`config.mk`:
```
export PLATFORM = sky130hd
export DESIGN_NAME = mscr_regs
export DESIGN_NICKNAME = d
export VERILOG_FILES = /design/src/logic/mscr_pkg.sv /design/src/logic/mscr_regs.sv /design/src/logic/mscr_msi_gen.sv
export SDC_FILE = /design/constraint.sdc
export NUM_CORES = 1
export LEC_CHECK = 0
export ABC_AREA = 1
export CORE_AREA = 2 2 166 168
export CTS_BUF_LIST = sky130_fd_sc_hd__clkbuf_16
export DETAILED_ROUTE_END_ITERATION = 7
export DIE_AREA = 0 0 168 170
export DONT_BUFFER_PORTS = 1
export HOLD_SLACK_MARGIN = 0.02
export PLACE_DENSITY = 0.54
export SETUP_SLACK_MARGIN = 0.5
export SYNTH_ARGS = -nofsm -noshare
export SYNTH_HDL_FRONTEND = slang
export SYNTH_SLANG_ARGS = --single-unit
```
`constraint.sdc`:
```
create_clock -name mclk -period 5.8 [get_ports mclk]
set_input_delay 0.87 -clock mclk [delete_from_list [all_inputs] [get_ports mclk]]
set_output_delay 0.87 -clock mclk [all_outputs]
set_load 0.01 [all_outputs]
```
`src/logic/mscr_pkg.sv`:
```
// constants and carrier types for the per-port interrupt and subsystem config registers
`default_nettype none
package mscr_pkg;

  // register byte offsets within the port's configuration space
  localparam logic [11:0] OFF_LO_ADDR  = 12'h0D4;
  localparam logic [11:0] OFF_HI_ADDR  = 12'h0D8;
  localparam logic [11:0] OFF_PAYLOAD  = 12'h0DC;
  localparam logic [11:0] OFF_CAP_HDR  = 12'h0F0;
  localparam logic [11:0] OFF_IDENT    = 12'h0F4;
  localparam logic [11:0] OFF_SELECTOR = 12'h0F8;
  localparam logic [11:0] OFF_WINDOW   = 12'h0FC;

  // field positions and widths
  localparam int LO_ADDR_LSB   = 2;
  localparam int LO_ADDR_W     = 30;
  localparam int PAYLOAD_W     = 16;
  localparam int NEXT_LINK_LSB = 8;
  localparam int NEXT_LINK_W   = 8;
  localparam int SEL_DW_LSB    = 2;
  localparam int SEL_DW_W      = 6;
  localparam int SEL_EXT_LSB   = 8;
  localparam int SEL_EXT_W     = 4;
  localparam int DATA_W        = 32;
  localparam int BE_W          = 4;

  // fixed values and reset values
  localparam logic [7:0]  CAP_CODE      = 8'h0D;
  localparam logic [7:0]  NEXT_LINK_RST = 8'h00;
  localparam logic [29:0] LO_ADDR_RST   = 30'h0;
  localparam logic [31:0] HI_ADDR_RST   = 32'h0;
  localparam logic [15:0] PAYLOAD_RST   = 16'h0;
  localparam logic [31:0] IDENT_RST     = 32'h0;
  localparam logic [5:0]  SEL_DW_RST    = 6'h0;
  localparam logic [3:0]  SEL_EXT_RST   = 4'h0;
  localparam logic [1:0]  DW_ALIGN      = 2'h0;
  localparam logic [15:0] ZERO_HALF     = 16'h0;
  localparam logic [19:0] ZERO_SEL_TOP  = 20'h0;
  localparam logic [31:0] ZERO_WORD     = 32'h0;

  // configuration request as presented by the port's config decoder
  typedef struct packed {
    logic              valid;
    logic              write;
    logic [11:0]       addr;
    logic [BE_W-1:0]   be;
    logic [DATA_W-1:0] wdata;
  } mscr_cfg_req_t;

  // registered answer to a configuration request
  typedef struct packed {
    logic              valid;
    logic [DATA_W-1:0] rdata;
  } mscr_cfg_rsp_t;

  // interrupt memory write handed to the switch core
  typedef struct packed {
    logic              valid;
    logic              upstream;
    logic              wide;
    logic [63:0]       addr;
    logic [DATA_W-1:0] data;
  } mscr_msi_wr_t;

endpackage
`default_nettype wire

```
`src/logic/mscr_regs.sv`:
```
// per-port interrupt address/data, subsystem id and indirect config access registers
`default_nettype none
module mscr_regs
  import mscr_pkg::*;
(
  input  wire logic                    mclk,
  input  wire logic                    rst,
  input  wire mscr_pkg::mscr_cfg_req_t cfg_req,
  output var  mscr_pkg::mscr_cfg_rsp_t cfg_rsp,
  input  wire logic                    lock_open,
  input  wire logic                    msi_enable,
  input  wire logic                    msi_req,
  output var  mscr_pkg::mscr_msi_wr_t  msi_wr
);
  import mscr_pkg::*;

  logic [LO_ADDR_W-1:0]   lo_addr_ff,   nxt_lo_addr;
  logic [DATA_W-1:0]      hi_addr_ff,   nxt_hi_addr;
  logic [PAYLOAD_W-1:0]   payload_ff,   nxt_payload;
  logic [NEXT_LINK_W-1:0] next_link_ff, nxt_next_link;
  logic [DATA_W-1:0]      ident_ff,     nxt_ident;
  logic [SEL_DW_W-1:0]    sel_dw_ff,    nxt_sel_dw;
  logic [SEL_EXT_W-1:0]   sel_ext_ff,   nxt_sel_ext;
  mscr_cfg_rsp_t          rsp_ff,       nxt_rsp;

  logic [11:0]       ind_addr;
  logic [11:0]       tgt_addr;
  logic              via_window;
  logic              self_ptr;
  logic              wr_en;
  logic [DATA_W-1:0] bmask;
  logic [DATA_W-1:0] rd_data;
  logic [DATA_W-1:0] img_lo, img_pay, img_cap, img_sel;

  // indirect target: the selector forms a dword index into config space
  assign ind_addr   = {sel_ext_ff, sel_dw_ff, DW_ALIGN};
  assign via_window = (cfg_req.addr == OFF_WINDOW);
  // pointing the window at the selector or at itself would recurse, so it is cut off
  assign self_ptr   = via_window &&
                      (ind_addr == OFF_SELECTOR || ind_addr == OFF_WINDOW);
  assign tgt_addr   = via_window ? ind_addr : cfg_req.addr;
  assign wr_en      = cfg_req.valid && cfg_req.write && !self_ptr;

  // one byte lane of write mask per enable bit
  for (genvar i = 0; i < BE_W; i++) begin : g_lane
    assign bmask[8*i +: 8] = {8{cfg_req.be[i]}};
  end

  // full-word images; reserved positions are constant zero, never stored
  assign img_lo  = {lo_addr_ff, DW_ALIGN};
  assign img_pay = {ZERO_HALF, payload_ff};
  assign img_cap = {ZERO_HALF, next_link_ff, CAP_CODE};
  assign img_sel = {ZERO_SEL_TOP, sel_ext_ff, sel_dw_ff, DW_ALIGN};

  function automatic logic [DATA_W-1:0] merge(input logic [DATA_W-1:0] old,
                                              input logic [DATA_W-1:0] wd,
                                              input logic [DATA_W-1:0] m);
    merge = (old & ~m) | (wd & m);
  endfunction

  // read multiplexer; unmapped targets read zero
  always_comb begin
    rd_data = ZERO_WORD;
    if (!self_ptr) begin
      case (tgt_addr)
        OFF_LO_ADDR:  rd_data = img_lo;
        OFF_HI_ADDR:  rd_data = hi_addr_ff;
        OFF_PAYLOAD:  rd_data = img_pay;
        OFF_CAP_HDR:  rd_data = img_cap;
        OFF_IDENT:    rd_data = ident_ff;
        OFF_SELECTOR: rd_data = img_sel;
        default:      rd_data = ZERO_WORD;
      endcase
    end
  end

  // next register values; only stored fields are updated, so reserved writes vanish
  always_comb begin
    logic [DATA_W-1:0] m;
    m             = ZERO_WORD;
    nxt_lo_addr   = lo_addr_ff;
    nxt_hi_addr   = hi_addr_ff;
    nxt_payload   = payload_ff;
    nxt_next_link = next_link_ff;
    nxt_ident     = ident_ff;
    nxt_sel_dw    = sel_dw_ff;
    nxt_sel_ext   = sel_ext_ff;
    if (wr_en) begin
      case (tgt_addr)
        OFF_LO_ADDR: begin
          m           = merge(img_lo, cfg_req.wdata, bmask);
          nxt_lo_addr = m[DATA_W-1:LO_ADDR_LSB];
        end
        OFF_HI_ADDR: begin
          nxt_hi_addr = merge(hi_addr_ff, cfg_req.wdata, bmask);
        end
        OFF_PAYLOAD: begin
          m           = merge(img_pay, cfg_req.wdata, bmask);
          nxt_payload = m[PAYLOAD_W-1:0];
        end
        OFF_CAP_HDR: begin
          m = merge(img_cap, cfg_req.wdata, bmask);
          if (lock_open) begin
            nxt_next_link = m[NEXT_LINK_LSB +: NEXT_LINK_W];
          end
        end
        OFF_IDENT: begin
          if (lock_open) begin
            nxt_ident = merge(ident_ff, cfg_req.wdata, bmask);
          end
        end
        OFF_SELECTOR: begin
          m           = merge(img_sel, cfg_req.wdata, bmask);
          nxt_sel_dw  = m[SEL_DW_LSB +: SEL_DW_W];
          nxt_sel_ext = m[SEL_EXT_LSB +: SEL_EXT_W];
        end
        default: m = ZERO_WORD;
      endcase
    end
  end

  // answer one cycle after every request; writes answer with zero data
  always_comb begin
    nxt_rsp       = '0;
    nxt_rsp.valid = cfg_req.valid;
    if (cfg_req.valid && !cfg_req.write) begin
      nxt_rsp.rdata = rd_data;
    end
  end

  always_ff @(posedge mclk) begin
    if (rst) begin
      lo_addr_ff   <= LO_ADDR_RST;
      hi_addr_ff   <= HI_ADDR_RST;
      payload_ff   <= PAYLOAD_RST;
      next_link_ff <= NEXT_LINK_RST;
      ident_ff     <= IDENT_RST;
      sel_dw_ff    <= SEL_DW_RST;
      sel_ext_ff   <= SEL_EXT_RST;
      rsp_ff       <= '0;
    end else begin
      lo_addr_ff   <= nxt_lo_addr;
      hi_addr_ff   <= nxt_hi_addr;
      payload_ff   <= nxt_payload;
      next_link_ff <= nxt_next_link;
      ident_ff     <= nxt_ident;
      sel_dw_ff    <= nxt_sel_dw;
      sel_ext_ff   <= nxt_sel_ext;
      rsp_ff       <= nxt_rsp;
    end
  end

  assign cfg_rsp = rsp_ff;

  // the write builder registers its own output, keeping msi_wr flop-driven
  mscr_msi_gen u_msi_gen (
    .mclk       (mclk),
    .rst        (rst),
    .msi_req    (msi_req),
    .msi_enable (msi_enable),
    .lo_addr    (lo_addr_ff),
    .hi_addr    (hi_addr_ff),
    .payload    (payload_ff),
    .msi_wr     (msi_wr)
  );

  logic rd_req;
  assign rd_req = cfg_req.valid && !cfg_req.write;

  property p_lo_align;
    @(posedge mclk) disable iff (rst)
    (rd_req && tgt_addr == OFF_LO_ADDR && !self_ptr)
      |=> (cfg_rsp.valid && cfg_rsp.rdata[1:0] == DW_ALIGN);
  endproperty
  a_lo_align: assert property (p_lo_align) else $error("low address bits not zero");

  property p_pay_top;
    @(posedge mclk) disable iff (rst)
    (rd_req && tgt_addr == OFF_PAYLOAD && !self_ptr)
      |=> (cfg_rsp.rdata[31:16] == ZERO_HALF && cfg_rsp.rdata[15:0] == $past(payload_ff));
  endproperty
  a_pay_top: assert property (p_pay_top) else $error("payload read wrong");

  property p_cap_code;
    @(posedge mclk) disable iff (rst)
    (rd_req && tgt_addr == OFF_CAP_HDR && !self_ptr)
      |=> (cfg_rsp.rdata[7:0] == CAP_CODE && cfg_rsp.rdata[31:16] == ZERO_HALF);
  endproperty
  a_cap_code: assert property (p_cap_code) else $error("capability code wrong");

  property p_link_lock;
    @(posedge mclk) disable iff (rst)
    !lock_open |=> $stable(next_link_ff);
  endproperty
  a_link_lock: assert property (p_link_lock) else $error("next link changed while locked");

  property p_ident_lock;
    @(posedge mclk) disable iff (rst)
    !lock_open |=> $stable(ident_ff);
  endproperty
  a_ident_lock: assert property (p_ident_lock) else $error("identifier changed while locked");

  property p_sel_rsvd;
    @(posedge mclk) disable iff (rst)
    (rd_req && cfg_req.addr == OFF_SELECTOR)
      |=> (cfg_rsp.rdata[1:0] == DW_ALIGN && cfg_rsp.rdata[31:12] == ZERO_SEL_TOP);
  endproperty
  a_sel_rsvd: assert property (p_sel_rsvd) else $error("selector reserved bits set");

  property p_self_zero;
    @(posedge mclk) disable iff (rst)
    (rd_req && self_ptr) |=> (cfg_rsp.valid && cfg_rsp.rdata == ZERO_WORD);
  endproperty
  a_self_zero: assert property (p_self_zero) else $error("self-pointed window read not zero");

  property p_self_drop;
    @(posedge mclk) disable iff (rst)
    (cfg_req.valid && cfg_req.write && self_ptr) |=> ($stable(sel_dw_ff) && $stable(sel_ext_ff));
  endproperty
  a_self_drop: assert property (p_self_drop) else $error("self-pointed window write applied");

  property p_window_wr;
    @(posedge mclk) disable iff (rst)
    (cfg_req.valid && cfg_req.write && via_window && ind_addr == OFF_HI_ADDR
     && cfg_req.be == 4'hF)
      |=> (hi_addr_ff == $past(cfg_req.wdata));
  endproperty
  a_window_wr: assert property (p_window_wr) else $error("window write not applied");

endmodule
`default_nettype wire

```
`src/logic/mscr_msi_gen.sv`:
```
// interrupt memory write builder: address width choice, payload and routing
`default_nettype none
module mscr_msi_gen
  import mscr_pkg::*;
(
  input  wire logic                   mclk,
  input  wire logic                   rst,
  input  wire logic                   msi_req,
  input  wire logic                   msi_enable,
  input  wire logic [LO_ADDR_W-1:0]   lo_addr,
  input  wire logic [DATA_W-1:0]      hi_addr,
  input  wire logic [PAYLOAD_W-1:0]   payload,
  output var  mscr_pkg::mscr_msi_wr_t msi_wr
);
  import mscr_pkg::*;

  mscr_msi_wr_t msi_wr_ff;
  mscr_msi_wr_t nxt_msi_wr;

  // build the write; a request while disabled is simply dropped
  always_comb begin
    nxt_msi_wr          = '0;
    nxt_msi_wr.valid    = msi_req & msi_enable;
    nxt_msi_wr.upstream = 1'b1;
    nxt_msi_wr.data     = {ZERO_HALF, payload};
    if (hi_addr != ZERO_WORD) begin
      nxt_msi_wr.wide = 1'b1;
      nxt_msi_wr.addr = {hi_addr, lo_addr, DW_ALIGN};
    end else begin
      nxt_msi_wr.wide = 1'b0;
      nxt_msi_wr.addr = {ZERO_WORD, lo_addr, DW_ALIGN};
    end
  end

  always_ff @(posedge mclk) begin
    if (rst) begin
      msi_wr_ff <= '0;
    end else begin
      msi_wr_ff <= nxt_msi_wr;
    end
  end

  assign msi_wr = msi_wr_ff;

  property p_gen_wide;
    @(posedge mclk) disable iff (rst)
    (msi_req && msi_enable && hi_addr != ZERO_WORD)
      |=> (msi_wr.valid && msi_wr.wide && msi_wr.addr[63:32] == $past(hi_addr));
  endproperty
  a_gen_wide: assert property (p_gen_wide) else $error("wide address not used");

  property p_gen_narrow;
    @(posedge mclk) disable iff (rst)
    (msi_req && msi_enable && hi_addr == ZERO_WORD)
      |=> (msi_wr.valid && !msi_wr.wide && msi_wr.addr[63:32] == ZERO_WORD
           && msi_wr.addr[31:2] == $past(lo_addr));
  endproperty
  a_gen_narrow: assert property (p_gen_narrow) else $error("narrow address wrong");

  property p_gen_gate;
    @(posedge mclk) disable iff (rst)
    !msi_enable |=> !msi_wr.valid;
  endproperty
  a_gen_gate: assert property (p_gen_gate) else $error("write while disabled");

  property p_gen_route;
    @(posedge mclk) disable iff (rst)
    msi_wr.valid |-> (msi_wr.upstream && msi_wr.data[31:16] == ZERO_HALF
                      && msi_wr.data[15:0] == $past(payload));
  endproperty
  a_gen_route: assert property (p_gen_route) else $error("route or data wrong");

endmodule
`default_nettype wire

```
==> impl_metrics.ini <==
[pwr]
p_switching_mw = 0.745
p_comb_frac = 0.015
ir_drop_mv = 0.187
p_per_area_mw_per_mm2 = 324
p_total_mw = 3.40
pwr-share-clk = 0.495
netSwitchingFraction = 0.219
internal_power_mw = 2.65
power.leakage_nw = 4.67
seq_power_share = 0.490

[finish]
nets = 1332
layout-drive-gt1-share = 0.0679
syn2layout_area_growth_pct = 10.6
diodes = 0

[worst_setup_path]
crit_path_start_kind = input port
cp_common_cell = nand2_1
path_depth = 13
cp-end-kind = flip-flop
path_delay_family = simple AND/OR/NAND/NOR gates
critPathMaxStageDelay_ps = 610
crit_required_ps = 6260
worstPathArrival_ps = 3530
r2r.worst_path.cells = 10
path_class = in -> reg
cp_max_fo = 45
r2r_slack_ps = 2930
path_cells = nor2_1 -> nand2_1 -> nor2_2 -> nand2_1 -> nand2_1 -> nand2_2 -> nor2_8 -> nand3_4 -> inv_1 -> nand2_1 -> o21ai_0 -> nor2_1 -> nor2_1
crit_path_end = cfg_rsp[12]
crit_slowest_cell = inv_1
worstReg2RegEnd = cfg_rsp[12]
crit_start = cfg_req[47]
critPathBufInv = 1

[detailed_routing]
ant_nets = 0
drt-total-wl_um = 27600
wl_per_cell_um = 16.9
num_vias = 7826
first_iter_violations = 504
via_per_inst = 4.78
dr.pass1.iters = 6
drc = 0

[global_route]
grt_use_total = 0.190
grt_pass1_wl_um = 42800
grt_pass1_vias = 7392
grt_start_max_net_pins = 83
antenna_found_initial = 0
gr-total-overflow = 0

[sta]
hold_viol_final = 0
fin_crit_sh = 0.528
finalClockSkew_ps = 9.77
setup_violations = 0
slew-limit-headroom = 0.445
fin_crit_ps = 3060
tightest_slew_ps = 828
max_freq_mhz = 326
final.setup.tns_ps = 0
slew_viol_final = 0
setup_slack_ps = 2740
rsz0062_at_grt = false

[floorplan]
start_util = 0.356
ios = 187
core_area_mm2 = 0.0267
die_w_um = 168
fp-row-count = 60
die_h_um = 170
dieArea_mm2 = 0.0286

[logic_synthesis]
syn_inst = 1296
synth_cell_type_count = 31
syn-cell-area_mm2 = 0.00948
ys_warn_count = 0
syn_area_per_cell_um2 = 7.31
ys_ff_latch = 242
ys_seq_area_frac = 0.511

[clock_network]
clk-insertion-delay-late_ps = 530
cts_setup_buffers = 0
cts_tree = done
clk_pin_slew_worst_paths_ps = 60
clock-root-buffer = clkbuf_16
hold_buffers = 0
cts.sinks = 242
cts_buffers = 27
clockBufferDepth = 3
cts_resized = 0
h-tree-depth = 1

[place]
place_congestion = 0.853
numPortBuffers = 0
pre_cts_slack_ps = 2260
dp_hpwl_um = 18700

[job]
max_cap_violations = 0

[status]
status = finished clean

[hold_path]
min_path_type = in -> reg
==> per-layer routing <==
metal  track usage  up-vias  part of all wire
met5             0        -                 0
met2         0.313      229              0.46
met4        0.0446        0             0.016
met3        0.0428       35             0.071
li1              -     3943                 -
met1         0.255     3619              0.45
==> power groups by stage <==
| stage | combinational, mW | clock [mW] | sequential (mW) |
|---|---|---|---|
| after floorplan | 0.0564 | 0 | 1.70 |
| after global placement | 0.0507 | 0 | 1.70 |
| after detailed placement | 0.0507 | 0 | 1.70 |
| after CTS | 0.0507 | 1.73 | 1.66 |
| after global routing | 0.0562 | 1.79 | 1.66 |
| final | 0.0508 | 1.68 | 1.66 |
==> cell families (layout without fill, tap and decap cells) <==
logic type | Yosys count | in the layout | share of synthesized area
buffers and inverters | 191 | 174 | 0.0906
flip-flops | 242 | 242 | 0.511
AND/OR/NAND/NOR | 786 | 786 | 0.356
other | 1 | 18 | 0.000396
AO/OA/AOI/OAI | 76 | 76 | 0.0421
==> cell usage in the layout, fill, tap and decap left out <==
| cell type | synthesis | routed |
|---|---|---|
| nor2_1 | 389 | 389 |
| dfxtp_1 | 242 | 242 |
| nand2_1 | 229 | 229 |
| inv_1 | 114 | 115 |
| nand3_1 | 68 | 68 |
| o21ai_0 | 63 | 63 |
| nor3_1 | 38 | 37 |
| clkbuf_16 | 0 | 27 |
| nand4_1 | 22 | 22 |
| conb_1 | 1 | 18 |
| a21oi_1 | 10 | 10 |
| nand2_4 | 8 | 8 |
| nor4_1 | 7 | 7 |
| nand2_2 | 6 | 6 |
| clkinv_1 | 1 | 6 |
| buf_4 | 19 | 6 |
| nor2_2 | 5 | 5 |
| inv_2 | 5 | 5 |
| clkinvlp_4 | 0 | 5 |
| nand3_2 | 4 | 4 |
| clkinv_2 | 0 | 4 |
| nor2_4 | 3 | 3 |
| nor2_8 | 3 | 3 |
| bufinv_16 | 0 | 3 |
| nor3_2 | 1 | 2 |
| clkinv_4 | 0 | 2 |
| a21oi_4 | 1 | 1 |
| a31oi_1 | 1 | 1 |
| nand3b_1 | 1 | 1 |
| o21bai_2 | 1 | 1 |
| nand3_4 | 1 | 1 |
| nor3b_2 | 1 | 1 |
| inv_6 | 0 | 1 |
==> metrics by stage <==
step,hold WS [ps],instances,utilization,instance area (µm²)
after detailed placement,447,1589,0.361,9610
after floorplan,416,1313,-,9540
after global routing,389,1637,0.393,10500
after CTS,386,1637,0.393,10500
after global placement,443,1589,0.361,9610
final,411,1637,0.393,10500
==> final cells by class <==
cell class	count	area [µm²]
Clock buffer	27	676
Clock inverter	21	195
Fill cell	2794	16200
Inverter	120	452
Multi-Input combinational cell	880	3840
Sequential cell	242	4840
Tap cell	341	427
Timing Repair Buffer	6	45.0
==> synth_stat cells <==
cell	number	share of area
buf_2	8	0.0042
nor3b_2	1	0.0013
nand3b_1	1	0.00079
nand2_4	8	0.0095
nand3_2	4	0.0042
nand3_4	1	0.0018
nor2_2	5	0.0033
buf_6	8	0.0095
clkinv_1	1	0.00040
inv_2	5	0.0020
o21ai_0	63	0.033
buf_1	3	0.0012
a31oi_1	1	0.00066
nor2_8	3	0.0063
buf_4	19	0.015
nor2_4	3	0.0036
dfxtp_1	242	0.51
o21bai_2	1	0.0012
inv_1	114	0.045
nor4_1	7	0.0046
nor3_1	38	0.020
a21oi_4	1	0.0017
a21oi_1	10	0.0053
nand2_2	6	0.0040
conb_1	1	0.00040
nand3_1	68	0.036
nand4_1	22	0.015
nor3_2	1	0.0011
clkbuf_1	33	0.013
nor2_1	389	0.15
nand2_1	229	0.091
==> how the worst min path moves through the flow <==
stage / to / depth (start not counted) / slack [ps] / startpoint
final: u_msi_gen.msi_wr[48] / 1 / 410 / rst
after global routing: u_msi_gen.msi_wr[48] / 1 / 390 / rst
after CTS: u_msi_gen.msi_wr[48] / 1 / 390 / rst
after detailed placement: u_msi_gen.msi_wr[57] / 2 / 450 / flip-flop
after global placement: u_msi_gen.msi_wr[57] / 2 / 440 / flip-flop
after floorplan: u_msi_gen.msi_wr[10] / 2 / 420 / flip-flop
(Power assumes the default switching activity.)
